==> src/rtl/uasb_pkg.sv <==
package uasb_pkg;

  // ---------------------------------------------------------------
  // bus geometry
  // ---------------------------------------------------------------
  localparam int ADDR_W = 32;
  localparam int DATA_W = 32;

  // ---------------------------------------------------------------
  // register map (byte addresses)
  // ---------------------------------------------------------------
  // shadow window: sixteen word locations, all reaching one buffer path
  localparam logic [31:0] SHADOW_BASE_ADDR = 32'h5000_1130;
  localparam logic [31:0] SHADOW_LAST_ADDR = 32'h5000_116C;
  localparam logic [31:0] SHADOW8_ADDR = 32'h5000_1150;
  localparam logic [31:0] LINE_STATUS_ADDR = 32'h5000_1200;
  localparam logic [31:0] FIFO_CONTROL_ADDR = 32'h5000_1204;
  localparam logic [31:0] MODE_CONTROL_ADDR = 32'h5000_1208;
  localparam logic [31:0] INT_STATUS_ADDR = 32'h5000_120C;
  localparam logic [31:0] INT_MASK_ADDR = 32'h5000_1210;

  // ---------------------------------------------------------------
  // field positions
  // ---------------------------------------------------------------
  localparam int LS_RX_DATA_READY_BIT = 0;
  localparam int LS_OVERRUN_BIT = 1;
  localparam int LS_TX_HOLDING_EMPTY_BIT = 5;
  localparam int FC_ENABLE_BIT = 0;
  localparam int MC_INFRARED_BIT = 0;
  localparam int INT_RX_BIT = 0;
  localparam int INT_OVERRUN_BIT = 1;
  localparam int INT_TX_EMPTY_BIT = 2;
  localparam int INT_W = 3;

  // ---------------------------------------------------------------
  // reset values and sizes
  // ---------------------------------------------------------------
  localparam logic [7:0] BYTE_RESET = 8'h00;
  localparam logic [INT_W-1:0] INT_RESET = 3'h0;
  localparam int FIFO_DEPTH_DEFAULT = 16;

  // one byte moving on a stream, with its qualifier
  typedef struct packed {
    logic valid;
    logic [7:0] data;
  } uasb_byte_s;

  // one register bus request
  typedef struct packed {
    logic wr;
    logic rd;
    logic [ADDR_W-1:0] addr;
    logic [DATA_W-1:0] wrData;
  } uasb_bus_s;

endpackage

==> src/rtl/uasb_shadow_buffer.sv <==
// Added by the designer: strobed register access.
`timescale 1ns/1ps

// Contract
// shadow read returns received byte, low eight
// read data valid only while ready flag
// no fifo: new byte overwrites, overrun flagged
// fifo on: shadow read pops receive head
// full receive fifo: drop new, flag overrun
// shadow write queues byte on serial/infrared
// master writes only while holding empty
// no fifo: single write clears holding empty
// no fifo: further writes overwrite pending byte
// fifo on: accept writes up to depth
// write into full transmit fifo discarded
// sixteen word aliases reach same buffer
// upper shadow bits read zero, writes ignored
module uasb_shadow_buffer #(
  parameter int RX_DEPTH = uasb_pkg::FIFO_DEPTH_DEFAULT,
  parameter int TX_DEPTH = uasb_pkg::FIFO_DEPTH_DEFAULT
) (
  input wire logic ref_clk,
  input wire logic rst_n,
  input wire uasb_pkg::uasb_bus_s busReq,
  output logic [uasb_pkg::DATA_W-1:0] busRdData,
  input wire uasb_pkg::uasb_byte_s serialRxByte,
  input wire uasb_pkg::uasb_byte_s irRxByte,
  output uasb_pkg::uasb_byte_s serialTxByte,
  output uasb_pkg::uasb_byte_s irTxByte,
  input wire logic txShifterReady,
  output logic irMode,
  output logic irq
);
  import uasb_pkg::*;

  // ---------------------------------------------------------------
  // elaboration checks
  // ---------------------------------------------------------------
  localparam int RA_W = $clog2(RX_DEPTH);
  localparam int TA_W = $clog2(TX_DEPTH);
  localparam int RC_W = $clog2(RX_DEPTH + 1);
  localparam int TC_W = $clog2(TX_DEPTH + 1);

  // pointers wrap by overflow, so depths must be powers of two
  if (RX_DEPTH < 2 || (RX_DEPTH & (RX_DEPTH - 1)) != 0) begin : gRxDepthCheck
    $error("receive depth must be a power of two, at least 2");
  end
  if (TX_DEPTH < 2 || (TX_DEPTH & (TX_DEPTH - 1)) != 0) begin : gTxDepthCheck
    $error("transmit depth must be a power of two, at least 2");
  end

  // ---------------------------------------------------------------
  // state
  // ---------------------------------------------------------------
  logic fifoEn_reg;
  logic irMode_reg;
  logic [7:0] rxMem [RX_DEPTH];
  logic [RA_W-1:0] rxWrPtr_reg;
  logic [RA_W-1:0] rxRdPtr_reg;
  logic [RC_W-1:0] rxCount_reg;
  logic [7:0] rxHold_reg;
  logic rxHoldValid_reg;
  logic overrun_reg;
  logic [7:0] txMem [TX_DEPTH];
  logic [TA_W-1:0] txWrPtr_reg;
  logic [TA_W-1:0] txRdPtr_reg;
  logic [TC_W-1:0] txCount_reg;
  logic [7:0] txHold_reg;
  logic txHoldFull_reg;
  logic serTxValid_reg;
  logic irTxValid_reg;
  logic [7:0] txData_reg;
  logic [INT_W-1:0] intStatus_reg;
  logic [INT_W-1:0] intMask_reg;
  logic [DATA_W-1:0] busRdData_reg;
  logic irq_reg;

  // ---------------------------------------------------------------
  // decode
  // ---------------------------------------------------------------
  logic shadowHit;
  logic shadowRd;
  logic shadowWr;
  logic fifoCtrlWr;
  logic dataReady;
  logic txHoldingEmpty;
  uasb_byte_s rxIn;
  logic rxAccept;
  logic rxDrop;
  logic rxPop;
  logic txPush;
  logic txLoad;
  logic txSrcAvail;
  logic [7:0] txSrcData;

  // every word in the window decodes to the same buffer path
  assign shadowHit = (busReq.addr >= SHADOW_BASE_ADDR) &&
                     (busReq.addr <= SHADOW_LAST_ADDR) &&
                     (busReq.addr[1:0] == 2'h0);
  assign shadowRd = busReq.rd && shadowHit;
  assign shadowWr = busReq.wr && shadowHit;
  assign fifoCtrlWr = busReq.wr && (busReq.addr == FIFO_CONTROL_ADDR);

  // ready flag and holding-empty flag as seen by software
  assign dataReady = fifoEn_reg ? (rxCount_reg != '0) : rxHoldValid_reg;
  assign txHoldingEmpty = fifoEn_reg ? (txCount_reg == '0) : !txHoldFull_reg;

  // receive source follows the line mode
  assign rxIn = irMode_reg ? irRxByte : serialRxByte;
  assign rxPop = shadowRd && dataReady && fifoEn_reg;
  // a pop in the same cycle frees the slot, so the byte is kept
  assign rxAccept = rxIn.valid &&
                    ((rxCount_reg < RC_W'(RX_DEPTH)) || rxPop);
  assign rxDrop = rxIn.valid && (fifoEn_reg ? !rxAccept : rxHoldValid_reg);

  // transmit side: writes beyond depth never reach the array
  assign txPush = shadowWr && fifoEn_reg &&
                  (txCount_reg < TC_W'(TX_DEPTH));
  assign txSrcAvail = fifoEn_reg ? (txCount_reg != '0) : txHoldFull_reg;
  assign txSrcData = fifoEn_reg ? txMem[txRdPtr_reg] : txHold_reg;
  assign txLoad = txSrcAvail && !fifoCtrlWr &&
                  (!(serTxValid_reg || irTxValid_reg) || txShifterReady);

  // ---------------------------------------------------------------
  // control registers
  // ---------------------------------------------------------------
  // a fifo control write flushes both paths; a mode change flushes neither
  always_ff @(posedge ref_clk or negedge rst_n) begin
    if (!rst_n) begin
      fifoEn_reg <= 1'b0;
      irMode_reg <= 1'b0;
      intMask_reg <= INT_RESET;
    end else begin
      if (fifoCtrlWr) begin
        fifoEn_reg <= busReq.wrData[FC_ENABLE_BIT];
      end
      if (busReq.wr && busReq.addr == MODE_CONTROL_ADDR) begin
        irMode_reg <= busReq.wrData[MC_INFRARED_BIT];
      end
      if (busReq.wr && busReq.addr == INT_MASK_ADDR) begin
        intMask_reg <= busReq.wrData[INT_W-1:0];
      end
    end
  end

  // ---------------------------------------------------------------
  // receive path
  // ---------------------------------------------------------------
  // fifo storage has no reset; only pointers and count carry state
  always_ff @(posedge ref_clk) begin
    if (fifoEn_reg && rxAccept) begin
      rxMem[rxWrPtr_reg] <= rxIn.data;
    end
  end

  // pointers, count and the single holding byte
  always_ff @(posedge ref_clk or negedge rst_n) begin
    if (!rst_n) begin
      rxWrPtr_reg <= '0;
      rxRdPtr_reg <= '0;
      rxCount_reg <= '0;
      rxHold_reg <= BYTE_RESET;
      rxHoldValid_reg <= 1'b0;
    end else if (fifoCtrlWr) begin
      rxWrPtr_reg <= '0;
      rxRdPtr_reg <= '0;
      rxCount_reg <= '0;
      rxHoldValid_reg <= 1'b0;
    end else if (fifoEn_reg) begin
      if (rxAccept) begin
        rxWrPtr_reg <= rxWrPtr_reg + RA_W'(1);
      end
      if (rxPop) begin
        rxRdPtr_reg <= rxRdPtr_reg + RA_W'(1);
      end
      if (rxAccept && !rxPop) begin
        rxCount_reg <= rxCount_reg + RC_W'(1);
      end else if (!rxAccept && rxPop) begin
        rxCount_reg <= rxCount_reg - RC_W'(1);
      end
    end else begin
      // an arrival overwrites an unread byte; arrival wins over a read
      if (rxIn.valid) begin
        rxHold_reg <= rxIn.data;
        rxHoldValid_reg <= 1'b1;
      end else if (shadowRd) begin
        rxHoldValid_reg <= 1'b0;
      end
    end
  end

  // overrun flag: cleared by a line status read, but a new loss wins
  always_ff @(posedge ref_clk or negedge rst_n) begin
    if (!rst_n) begin
      overrun_reg <= 1'b0;
    end else if (rxDrop) begin
      overrun_reg <= 1'b1;
    end else if (busReq.rd && busReq.addr == LINE_STATUS_ADDR) begin
      overrun_reg <= 1'b0;
    end
  end

  // ---------------------------------------------------------------
  // transmit path
  // ---------------------------------------------------------------
  // only the low byte of a shadow write is kept
  always_ff @(posedge ref_clk) begin
    if (txPush) begin
      txMem[txWrPtr_reg] <= busReq.wrData[7:0];
    end
  end

  // queue bookkeeping and the single holding byte
  always_ff @(posedge ref_clk or negedge rst_n) begin
    if (!rst_n) begin
      txWrPtr_reg <= '0;
      txRdPtr_reg <= '0;
      txCount_reg <= '0;
      txHold_reg <= BYTE_RESET;
      txHoldFull_reg <= 1'b0;
    end else if (fifoCtrlWr) begin
      txWrPtr_reg <= '0;
      txRdPtr_reg <= '0;
      txCount_reg <= '0;
      txHoldFull_reg <= 1'b0;
    end else if (fifoEn_reg) begin
      if (txPush) begin
        txWrPtr_reg <= txWrPtr_reg + TA_W'(1);
      end
      if (txLoad) begin
        txRdPtr_reg <= txRdPtr_reg + TA_W'(1);
      end
      if (txPush && !txLoad) begin
        txCount_reg <= txCount_reg + TC_W'(1);
      end else if (!txPush && txLoad) begin
        txCount_reg <= txCount_reg - TC_W'(1);
      end
    end else begin
      // a write always lands; one still pending is overwritten
      if (shadowWr) begin
        txHold_reg <= busReq.wrData[7:0];
        txHoldFull_reg <= 1'b1;
      end else if (txLoad) begin
        txHoldFull_reg <= 1'b0;
      end
    end
  end

  // byte offered to one shifter; one valid per path keeps outputs on flops
  always_ff @(posedge ref_clk or negedge rst_n) begin
    if (!rst_n) begin
      serTxValid_reg <= 1'b0;
      irTxValid_reg <= 1'b0;
      txData_reg <= BYTE_RESET;
    end else if (txLoad) begin
      serTxValid_reg <= !irMode_reg;
      irTxValid_reg <= irMode_reg;
      txData_reg <= txSrcData;
    end else if (txShifterReady) begin
      serTxValid_reg <= 1'b0;
      irTxValid_reg <= 1'b0;
    end
  end

  // ---------------------------------------------------------------
  // interrupts
  // ---------------------------------------------------------------
  logic [INT_W-1:0] intEvents;
  logic txEmptyPrev_reg;

  assign intEvents[INT_RX_BIT] = rxIn.valid && (!fifoEn_reg || rxAccept); // overwrite still stores
  assign intEvents[INT_OVERRUN_BIT] = rxDrop;
  assign intEvents[INT_TX_EMPTY_BIT] = txHoldingEmpty && !txEmptyPrev_reg;

  // sticky status, cleared by its read; an event in that cycle survives
  always_ff @(posedge ref_clk or negedge rst_n) begin
    if (!rst_n) begin
      intStatus_reg <= INT_RESET;
      txEmptyPrev_reg <= 1'b1;
    end else begin
      txEmptyPrev_reg <= txHoldingEmpty;
      if (busReq.rd && busReq.addr == INT_STATUS_ADDR) begin
        intStatus_reg <= intEvents;
      end else begin
        intStatus_reg <= intStatus_reg | intEvents;
      end
    end
  end

  // level output, one cycle behind the status it reflects
  always_ff @(posedge ref_clk or negedge rst_n) begin
    if (!rst_n) begin
      irq_reg <= 1'b0;
    end else begin
      irq_reg <= |(intStatus_reg & intMask_reg);
    end
  end

  // ---------------------------------------------------------------
  // read port
  // ---------------------------------------------------------------
  // data stand one cycle after the strobe and only then; unmapped reads zero
  always_ff @(posedge ref_clk or negedge rst_n) begin
    if (!rst_n) begin
      busRdData_reg <= '0;
    end else begin
      busRdData_reg <= '0;
      if (shadowRd) begin
        // stale data is not promised; software checks the ready flag
        busRdData_reg[7:0] <= fifoEn_reg ? rxMem[rxRdPtr_reg] : rxHold_reg;
      end else if (busReq.rd) begin
        case (busReq.addr)
          LINE_STATUS_ADDR: begin
            busRdData_reg[LS_RX_DATA_READY_BIT] <= dataReady;
            busRdData_reg[LS_OVERRUN_BIT] <= overrun_reg;
            busRdData_reg[LS_TX_HOLDING_EMPTY_BIT] <= txHoldingEmpty;
          end
          FIFO_CONTROL_ADDR: busRdData_reg[FC_ENABLE_BIT] <= fifoEn_reg;
          MODE_CONTROL_ADDR: busRdData_reg[MC_INFRARED_BIT] <= irMode_reg;
          INT_STATUS_ADDR: busRdData_reg[INT_W-1:0] <= intStatus_reg;
          INT_MASK_ADDR: busRdData_reg[INT_W-1:0] <= intMask_reg;
          default: busRdData_reg <= '0;
        endcase
      end
    end
  end

  // ---------------------------------------------------------------
  // outputs
  // ---------------------------------------------------------------
  assign busRdData = busRdData_reg;
  assign serialTxByte.valid = serTxValid_reg;
  assign serialTxByte.data = txData_reg;
  assign irTxByte.valid = irTxValid_reg;
  assign irTxByte.data = txData_reg;
  assign irMode = irMode_reg;
  assign irq = irq_reg;

endmodule

==> config.mk <==
export PLATFORM = sky130hd
export DESIGN_NAME = uasb_shadow_buffer
export DESIGN_NICKNAME = d
export VERILOG_FILES = /design/src/rtl/uasb_pkg.sv /design/src/rtl/uasb_shadow_buffer.sv
export SDC_FILE = /design/constraint.sdc
export NUM_CORES = 1
export LEC_CHECK = 0
export CAP_MARGIN = 40
export CORE_MARGIN = 8
export CORE_UTILIZATION = 50
export DETAILED_ROUTE_END_ITERATION = 8
export DONT_BUFFER_PORTS = 1
export MAX_ROUTING_LAYER = met4
export PLACE_DENSITY = 0.65
export SYNTH_ARGS = -nofsm -noshare
export SYNTH_HDL_FRONTEND = slang
export SYNTH_SLANG_ARGS = --single-unit
export TNS_END_PERCENT = 50
==> constraint.sdc <==
create_clock -name ref_clk -period 9.3 [get_ports ref_clk]
set_clock_uncertainty 0.2 [all_clocks]
set_input_delay 1.395 -clock ref_clk [delete_from_list [all_inputs] [get_ports ref_clk]]
set_output_delay 1.395 -clock ref_clk [all_outputs]
set_load 0.05 [all_outputs]
### Yosys cells after proc, flatten, opt, wreduce, memory -nomap -nowiden

Memories as Yosys holds them, arrays and structs flattened.
Index checks and enable logic that the tools add are counted.

* bits in registers: 97
* memory bits (writable): 256
* input port bits: 87
* output and inout bits: 52
* logic and storage cells: 161
* memories kept: 2

Memories
* rxMem: words 16, width 8, rd ports 1, clocked after Yosys merged registers in 0, write ports 1, line uasb_shadow_buffer.sv:57 `logic [7:0] rxMem [RX_DEPTH];`
* txMem: words 16, width 8, rd ports 1, clocked after Yosys merged registers in 0, write ports 1, line uasb_shadow_buffer.sv:64 `logic [7:0] txMem [TX_DEPTH];`

* $add $sub $neg: 8
* $lt $le $gt $ge: 4
* equality and inequality tests: 6
* multiplexer cells: 52
* bitwise operators: 4
* reduce and logical (&&, ||, !) cells: 64

Operator list (count)
* $eq 32x31->1 const B: 5
* $mux 4: 12
* $mux 5: 8
* $ge 32x31->1 const B: 1
* $le 32x31->1 const B: 1
* $logic_and 1x1->1: 24
* $mux 24: 1
* $mux 8: 3
* $mux 1: 22
* $add 4x1->4 const B: 4
* $reduce_and 2->1: 8
* $reduce_bool 2->1: 7
* $reduce_bool 3->1: 4
* $add 5x1->5 const B: 2
* $logic_not 1->1: 10
* $lt 5x5->1 const B: 2
* $reduce_bool 5->1: 2
* $sub 5x1->5 const B: 2
* $mux 9: 1
* $mux 6: 1
* $reduce_and 3->1: 2
* $logic_not 5->1: 1
* $pmux 1 s5: 1
* $logic_or 1x1->1: 4
* 9 further kinds: 10

### Logic depth before layout (Yosys ltp)

Gate-level depths: netlist of run 1.

* word-level depth: 14
* gate-level depth with buffers: 14
* mapped depth without buffers: 12

### Least setup slack after synthesis of run 1

No wires, ideal clock.

* path type: input to register
* start: in busReq[58] in the netlist's numbering
* end: mem rxMem[3][0] (enable)
* data arrival time: 3753 ps
* required time: 8705 ps
* setup slack: 4952 ps
* stages: 7
* path buffers: 2
* cell sequence: nor4bb_1 -> nand4_2 -> a2111o_1 -> a21o_1 -> buf_6 -> clkbuf_1 -> nor4_1

* longest elaborated chain between the ends: 11
* elaborated cells on any way between the ends: 12
* classes of those cells: 2 x order compare; 2 x mux; 8 x reduce/logical

Ends and longest elaborated chain
* from (decl): line uasb_shadow_buffer.sv:24 `input wire uasb_pkg::uasb_bus_s busReq,`
* $ge 32x31->1 or $le 32x31->1 (tied branches): line uasb_shadow_buffer.sv:97, uasb_shadow_buffer.sv:98
* $logic_and 1x1->1 *: line uasb_shadow_buffer.sv:97 `assign shadowHit = (busReq.addr >= SHADOW_BASE_ADDR) &&`
* $logic_and 1x1->1 *: line uasb_shadow_buffer.sv:98 `(busReq.addr <= SHADOW_LAST_ADDR) &&`
* $logic_and 1x1->1 *: line uasb_shadow_buffer.sv:100 `assign shadowRd = busReq.rd && shadowHit;`
* $logic_and 1x1->1 * (2 in a row): line uasb_shadow_buffer.sv:110 `assign rxPop = shadowRd && dataReady && fifoEn_reg;`
* $logic_or 1x1->1 *: line uasb_shadow_buffer.sv:113 `((rxCount_reg < RC_W'(RX_DEPTH)) || rxPop);`
* $logic_and 1x1->1 *: line uasb_shadow_buffer.sv:112 `assign rxAccept = rxIn.valid &&`
* $logic_and 1x1->1 *: line uasb_shadow_buffer.sv:151 `if (fifoEn_reg && rxAccept) begin`
* $mux 1 *: line uasb_shadow_buffer.sv:151
* $mux 1 (implied by the code) *: line uasb_shadow_buffer.sv:152 `rxMem[rxWrPtr_reg] <= rxIn.data;`
* to (decl): line uasb_shadow_buffer.sv:57

Every way passes the cells marked *; elsewhere a longest branch is shown, timed or not.

### Worst setup path after layout of run 1

* start: in busReq[41] in the netlist's numbering
* end: reg rxCount_reg[4]

* longest elaborated chain between the ends: 12
* elaborated cells on any way between the ends: 21
* classes of those cells: 2 x order compare; 1 x eq/ne; 3 x mux; 15 x reduce/logical

Ends and longest elaborated chain
* $ge 32x31->1 or $le 32x31->1 (tied branches): line uasb_shadow_buffer.sv:97, uasb_shadow_buffer.sv:98
* $logic_and 1x1->1: line uasb_shadow_buffer.sv:97
* $logic_and 1x1->1: line uasb_shadow_buffer.sv:98
* $logic_and 1x1->1: line uasb_shadow_buffer.sv:100
* $logic_and 1x1->1 (2 in a row): line uasb_shadow_buffer.sv:110
* $logic_or 1x1->1: line uasb_shadow_buffer.sv:113
* $logic_and 1x1->1: line uasb_shadow_buffer.sv:112
* $logic_and 1x1->1 or $logic_not 1->1 (tied branches): line uasb_shadow_buffer.sv:176, uasb_shadow_buffer.sv:178
* $mux 5 or $logic_and 1x1->1 (tied branches): line uasb_shadow_buffer.sv:176, uasb_shadow_buffer.sv:178
* $mux 5 or $reduce_bool 3->1 (tied branches)
* $mux 5 or $reduce_and 2->1 (tied branches)
* to (signal assigned): line uasb_shadow_buffer.sv:177 `rxCount_reg <= rxCount_reg + RC_W'(1);`
* to (signal assigned): line uasb_shadow_buffer.sv:179 `rxCount_reg <= rxCount_reg - RC_W'(1);`
* to (decl): line uasb_shadow_buffer.sv:60 `logic [RC_W-1:0] rxCount_reg;`

Parallel ways exist; a longest one is shown, timed or not. The select of a mux whose other input is x is not followed.
A chain may end at the register's enable or synchronous reset.

==> flow_summary.toml, run 1 <==
[status]
outcome = "finished, final reports clean"

[clock_tree]
clk_path_buf_depth = 3
clk_latency_ns = 0.51
cts_tree = "built"
clkSinkCount = 329
cts_buffers = 36
clk_pin_slew_ns = 0.06
htree_levels = 2
postCtsSetupRepairBufs = 0
hold_buffers = 0
post_cts_resized = 0
cts_root_buf = "clkbuf_16"

[placed_design]
portBuffers = 0
gp_congestion = 0.819
dpl.hpwl_mm = 19.9
dp_cells = 1263

[yosys]
yosysSeqAreaShare_pct = 66.7
syn_inst = 907
yosys_warnings = 0
synth-simple-area-share_pct = 6.90
synth_top_area_cell = "edfxtp_1"
synth_commonest_cells = "edfxtp_1 (256), dfrtp_1 (72), mux2i_1 (51)"
yosysMostFrequentCell = "edfxtp_1"
async_flop_share_pct = 22.2
netlist.area_leader.share_pct = 53.9
synthMuxAreaShare_pct = 13.7
synth_fa_ha_area_share_pct = 1.77
ys.flop_type = "edfxtp_1"
synth_area_leaders = "edfxtp_1 (54%), dfrtp_1 (13%), mux4_2 (7.4%), mux2i_1 (3.6%), mux2_2 (2.7%)"
synth_top_family_by_area = "multiplexers"
synth-compound-area-share_pct = 6.45
synth_edf_count = 256
synth_xor_area_share_pct = 0.983
ys_seq_elements = 329
netlist_area_sq_um = 14300
synthDistinctLibCells = 70
synth.avg_cell_area_sq_um = 15.7

[critical_path]
start_kind = "input port"
crit_type = "input port to flop"
cp.arrival_ns = 4.50
crit_required_ns = 9.50
path_max_fanout = 12
end_kind = "flop"

[global_routing]
grt_max_degree = 74
grt_overflow_total = 0
grt_pass1_vias = 7936
grt_usage_pct = 18.2
grt_pass1_wl_mm = 46.3
busiest_layer = "met2"
use_met2_pct = 28.4
use_met3_pct = 3.18
antenna_found_initial = 0
grt_use_met1_pct = 24.6

[power_and_ir_drop]
seqPwrFrac_pct = 52.4
swShare_pct = 19.7
vdd_drop_max_mv = 0.112
intPower_mw = 2.44
powerDensity_nw_per_um2 = 190
switching_power_mw = 0.599
pwr-share-clk_pct = 45.9
combPwrFrac_pct = 1.6
p_leak_nw = 5.44

[timing]
timing.hold.ws_ns = 0.300
fin_tns_setup_ns = 0
clock.fmax_mhz = 233
hold_violations = 0
relSlewSlack_pct = 43.8
rsz0062_at_grt = "false"
period_minus_slack_ns = 4.29
post-route-period-util_pct = 46.2
setup_viol = 0
slew_viol_final = 0
tightest_slew_ns = 0.840

[cells_and_area]
areaGrowthSynthToFinish_pct = 11.9
nNetsFinal = 1023
final_cells = 1328
largestRegisters = "rxMem (128), txMem (128)"
drive_above_1_share_pct = 19.1
n_antenna_cell = 0

[floorplan]
die_w_um = 185
start_util_pct = 50.2
coreArea_sq_um = 28400
rows = 62
io_pins = 139
die-area_sq_um = 34200
die_y_um = 185

[routing]
drt-initial-drc-count = 543
route.detailed.drc = 0
ant_nets = 0
avgRoutedWirePerCell_um = 22.5
post_drt_via_cell_ratio = 5.84
wl_mm = 29.8
vias = 7759
firstDrtPassIters = 5

[hold_path]
holdCritPathClass = "flop to flop"

[flow_run]
maxCapViolCount = 0
-- logic make-up after synthesis --
group,Yosys count
flip-flops,329
AND/OR/NAND/NOR,185
multiplexers,132
AO/OA/AOI/OAI,131
buffers and inverters,94
adder cells (fa/ha/maj),19
XOR/XNOR,16
other,1
-- power by group through the flow --
| stage | Sequential, mW | Combinational [mW] | Clock, mW |
|---|---|---|---|
| finish | 1.59 | 0.0494 | 1.39 |
| CTS | 1.59 | 0.0491 | 1.42 |
| floorplan | 1.62 | 0.0508 | 0 |
| global placement | 1.62 | 0.0480 | 0 |
| detailed placement | 1.62 | 0.0490 | 0 |
| global route | 1.59 | 0.0528 | 1.47 |
-- metal layers --
| layer | wire, um | vias to the layer above |
|---|---|---|
| li1 | - | 3519 |
| met1 | 13300 | 3934 |
| met2 | 14300 | 261 |
| met3 | 1690 | 45 |
| met4 | 520 | 0 |
| met5 | 0 | - |
-- layout by cell type, fill, tap and decap left out, types with 4 or more instances in the layout --
cell type,synthesis,layout
a211oi_1,4,4
a21o_1,6,6
a21oi_1,15,15
a221oi_1,17,17
a22oi_1,10,10
and2_1,17,17
and3_1,4,4
buf_16,0,8
buf_4,34,18
clkbuf_1,32,11
clkbuf_16,0,36
clkbuf_8,0,4
clkinv_2,0,5
conb_1,1,24
dfrtp_1,72,70
edfxtp_1,256,256
ha_1,17,17
inv_1,13,13
mux2_2,34,34
mux2i_1,51,51
mux4_2,47,47
nand2_1,46,46
nand3_1,29,29
nand4_1,5,5
nor2_1,37,37
nor2b_1,5,5
nor3_1,9,7
nor4_1,6,5
o211ai_1,4,4
o21ai_0,40,40
o221ai_1,4,4
o22ai_1,8,8
xnor2_1,10,10
xor2_1,6,6
-- metrics by stage --
step	area [sq um]	utilization, %	power [mW]	setup slack (ns)
4_1_cts	16000	56.2	3.06	5.03
2_1_floorplan	14300	-	1.67	4.95
3_5_place_dp	14800	52.1	1.67	4.49
6_report	16000	56.2	3.04	5.01
5_1_grt	16000	56.2	3.12	4.66
3_3_place_gp	14500	51.2	1.67	4.58
-- final timing paths --
check                      depth (start not counted)  slack, ns                  startpoint                          to
max                                               12       5.01                  busReq[41]  rxCount_reg[4]$_DFFE_PN0P_
min                                                1       0.30   rxHold_reg[1]$_DFFE_PN0P_   rxHold_reg[1]$_DFFE_PN0P_
max reg2reg                                        9       5.86  txCount_reg[0]$_DFFE_PN0P_  txCount_reg[4]$_DFFE_PN0P_
min reg2reg                                        1       0.30   rxHold_reg[1]$_DFFE_PN0P_   rxHold_reg[1]$_DFFE_PN0P_
max in group asynchronous                          0       8.31                       rst_n   txEmptyPrev_reg$_DFF_PN1_
min in group asynchronous                          0       0.38                       rst_n  rxWrPtr_reg[1]$_DFFE_PN0P_
-- area by class of cell --
type / instances / area, sq um
timing repair buffer: 28 / 375
clock buffer: 51 / 997
sequential: 329 / 9520
clock inverter: 14 / 165
fill: 2202 / 12400
multi-input combinational: 507 / 4370
inverter: 15 / 56.3
tap: 384 / 480
-- worst max-delay path: stages --
cell       delay, ns
o31ai_1         0.31
nand4_2         0.26
a2111oi_4       0.39
buf_4           0.26
nand3_1         0.36
nand2_1         0.35
ha_1            0.30
a21o_1          0.17
a21o_1          0.20
nor2_1          0.14
nor3_1          0.06
nor4b_1         0.29
(Power assumes the default switching activity.)
==> inputs of run 2 (changes only) <==
--- a/config.mk
+++ b/config.mk
@@ -5,13 +5,14 @@
 export SDC_FILE = /design/constraint.sdc
 export NUM_CORES = 1
 export LEC_CHECK = 0
+export ABC_AREA = 1
 export CAP_MARGIN = 40
 export CORE_MARGIN = 8
 export CORE_UTILIZATION = 50
 export DETAILED_ROUTE_END_ITERATION = 8
 export DONT_BUFFER_PORTS = 1
 export MAX_ROUTING_LAYER = met4
-export PLACE_DENSITY = 0.65
+export PLACE_DENSITY = 0.68
 export SYNTH_ARGS = -nofsm -noshare
 export SYNTH_HDL_FRONTEND = slang
 export SYNTH_SLANG_ARGS = --single-unit
==> constraint.sdc (replaced) <==
create_clock -name ref_clk -period 3.6 [get_ports ref_clk]
set_clock_uncertainty 0.2 [all_clocks]
set_input_delay 0.54 -clock ref_clk [delete_from_list [all_inputs] [get_ports ref_clk]]
set_output_delay 0.54 -clock ref_clk [all_outputs]
set_load 0.05 [all_outputs]
==> run 2 against run 1 <==
  * Clock power grew 150%
  * Synthesized cell count grew 50%
  * Critical path depth shrank 4
  * Register-to-register slack lost 5.2 ns
  * Final area grew 3.9%
  * Sequential power grew to 2.7 times the previous value
  * Utilization grew 1.4 points
  * Worst hold slack lost 0.28 ns
  * Highest routed layer unchanged
==> flow_summary.toml, run 2 <==
[yosys]
netlist.area_leader.share_pct = 52.5
async_flop_share_pct = 22.2
synth_area_leaders = "edfxtp_1 (53%), dfrtp_1 (12%), nand2_1 (7.8%), o21ai_0 (3.6%), nor2_1 (3.2%)"
syn_inst = 1360
yosysMostFrequentCell = "nand2_1"
synth.avg_cell_area_sq_um = 10.8
yosysSeqAreaShare_pct = 65.0
netlist_area_sq_um = 14600
ys.flop_type = "edfxtp_1"
synthDistinctLibCells = 50
synth_commonest_cells = "nand2_1 (304), edfxtp_1 (256), nor2_1 (126)"
synth_top_area_cell = "edfxtp_1"
yosys_warnings = 0
synth_edf_count = 256
ys_seq_elements = 329

[cells_and_area]
ff_latch_area_sq_um = 9520
largestRegisters = "rxMem (128), txMem (128)"
final_cell_mix = "nand2_1 (304), edfxtp_1 (256), nor2_1 (126)"
nFillCells = 2344
n_antenna_cell = 0
areaGrowthSynthToFinish_pct = 13.3
drive_above_1_share_pct = 10.1
multi_input_area_sq_um = 4350
nNetsFinal = 1509
fin_area_sq_um = 16600
final_common_cell = "nand2_1"

[floorplan]
die_y_um = 187
rows = 62
coreArea_sq_um = 28800
die-area_sq_um = 35000
io_pins = 139
die_w_um = 187
start_util_pct = 50.9

[timing]
post-route-period-util_pct = 82.2
clock.fmax_mhz = 338
rsz0062_at_grt = "false"
fin_tns_setup_ns = 0
setup_viol = 0
slew_viol_final = 0
period_minus_slack_ns = 2.96
hold_violations = 0
tightest_slew_ns = 0.842
relSlewSlack_pct = 43.7

[hold_path]
worstHoldEndpoint = "intMask_reg[1]$_DFFE_PN0P_"
worstHoldPathCells = 2
hold_path_startpoint = "busReq[1]"
holdCritPathClass = "input port to flop"

[critical_path]
r2r_cells = 8
r2r_end = "rxHold_reg[2]$_DFFE_PN0P_"
crit_required_ns = 3.85
path_max_fanout = 17
worstReg2RegStart = "fifoEn_reg$_DFFE_PN0P_"
crit_type = "flop to flop"
start_kind = "flop"
reg2reg_slack_ns = 0.64
end_kind = "flop"
cp.arrival_ns = 3.21

[routing]
ant_nets = 0
vias = 10100
wl_mm = 35.2
route.detailed.drc = 0
avgRoutedWirePerCell_um = 19.4
drt-initial-drc-count = 966
post_drt_via_cell_ratio = 5.59
firstDrtPassIters = 5

[placed_design]
portBuffers = 0
place_area_sq_um = 15300
gp_congestion = 0.911
dpl.hpwl_mm = 23.1

[power_and_ir_drop]
p_leak_nw = 6.49
powerDensity_nw_per_um2 = 510
vdd_drop_max_mv = 0.401

[clock_tree]
htree_levels = 2
post_cts_resized = 0
clk_path_buf_depth = 3
cts_tree = "built"
hold_buffers = 21
cts_root_buf = "clkbuf_16"
clk_latency_ns = 0.52
clk_pin_slew_ns = 0.06
clkSinkCount = 329
postCtsSetupRepairBufs = 0
cts_buffers = 35

[global_routing]
grt_usage_pct = 20.2
grt_overflow_total = 0
antenna_found_initial = 1
grt_pass1_vias = 9830
grt_pass1_wl_mm = 54.7
grt_max_degree = 74

[flow_run]
maxCapViolCount = 0

[status]
outcome = "finished, final reports clean"
[run 2: cell types whose count changed after synthesis, sizes merged, moves of 11 or more]
cell	before	now
a21oi	15	59
nand3	31	94
inv	14	87
nor2	37	135
buf	47	58
o21ai	40	110
a221oi	17	1
nor3	9	21
and2	17	0
mux2	34	5
mux4	47	0
nand2	46	315
mux2i	51	4
[run 2: layer usage]
metal / track usage, % / up-vias / routed length (um)
li1: - / 4758 / -
met1: 25.8 / 4859 / 15000
met2: 32.0 / 445 / 16400
met3: 4.25 / 75 / 2670
met4: 6.84 / 0 / 1180
met5: - / - / 0
[run 2: area by class of cell]
cell class	instances	share of cell area, %
multi-input cells	872	26.3
clock inverters	14	0.830
well taps	384	2.90
repair buffers	75	4.78
flip-flops and latches	329	57.4
clock buffers	50	5.81
inverters	90	2.04
[run 2: worst max-delay path by stage]
stage	startpoint	end	slack, ns
4_1_cts	fifoEn_reg$_DFFE_PN0P_	rxHold_reg[1]$_DFFE_PN0P_	0.71
5_1_grt	fifoEn_reg$_DFFE_PN0P_	rxHold_reg[2]$_DFFE_PN0P_	0.45
3_3_place_gp	busReq[49]	txMem[15][0]$_DFFE_PP_	0.67
3_5_place_dp	busReq[48]	txMem[15][2]$_DFFE_PP_	0.61
2_1_floorplan	busReq[49]	rxMem[0][0]$_DFFE_PP_	0.77
6_report	fifoEn_reg$_DFFE_PN0P_	rxHold_reg[2]$_DFFE_PN0P_	0.64
[run 2: where the power goes]
group / total, mW / switching, mW / internal, mW / leakage (nW)
sequential: 4.32 / 0.0765 / 4.24 / 3.21
combinational: 0.682 / 0.479 / 0.204 / 2.74
clock: 3.45 / 1.43 / 2.02 / 0.535
[run 2: stage by stage]
step                hold WS (ns)  std cells  setup slack [ns]  total power [mW]  utilization, %
floorplan                 0.0444       1383             0.775              4.88               -
global placement          0.0471       1721             0.671              4.99            52.2
detailed placement        0.0466       1729             0.612              5.02            53.0
CTS                      0.00786       1814             0.708              8.51            57.6
global route              0.0264       1814             0.448              8.75            57.6
finish                    0.0180       1814             0.642              8.45            57.6
[run 2: cell families after synthesis]
kind of cell	count (synthesis)	share of synthesized area [%]
DFF	329	65.0
other	1	0.0256
buffers and inverters	182	5.84
AOI/OAI and AO/OA	234	9.19
muxes	9	0.735
adders and majority gates	19	1.73
xor gates and xnor gates	6	0.359
and+or+nand+nor	580	17.1
[run 2: critical path, cell delays in order (launching register included)]
cell and delay [ns]:
dfrtp_1 0.61, buf_4 0.30, inv_1 0.38, nand2_1 0.23, nor2_1 0.13, buf_4 0.25
nor2_1 0.08, a31oi_1 0.16, dlygate4sd3_1 0.56
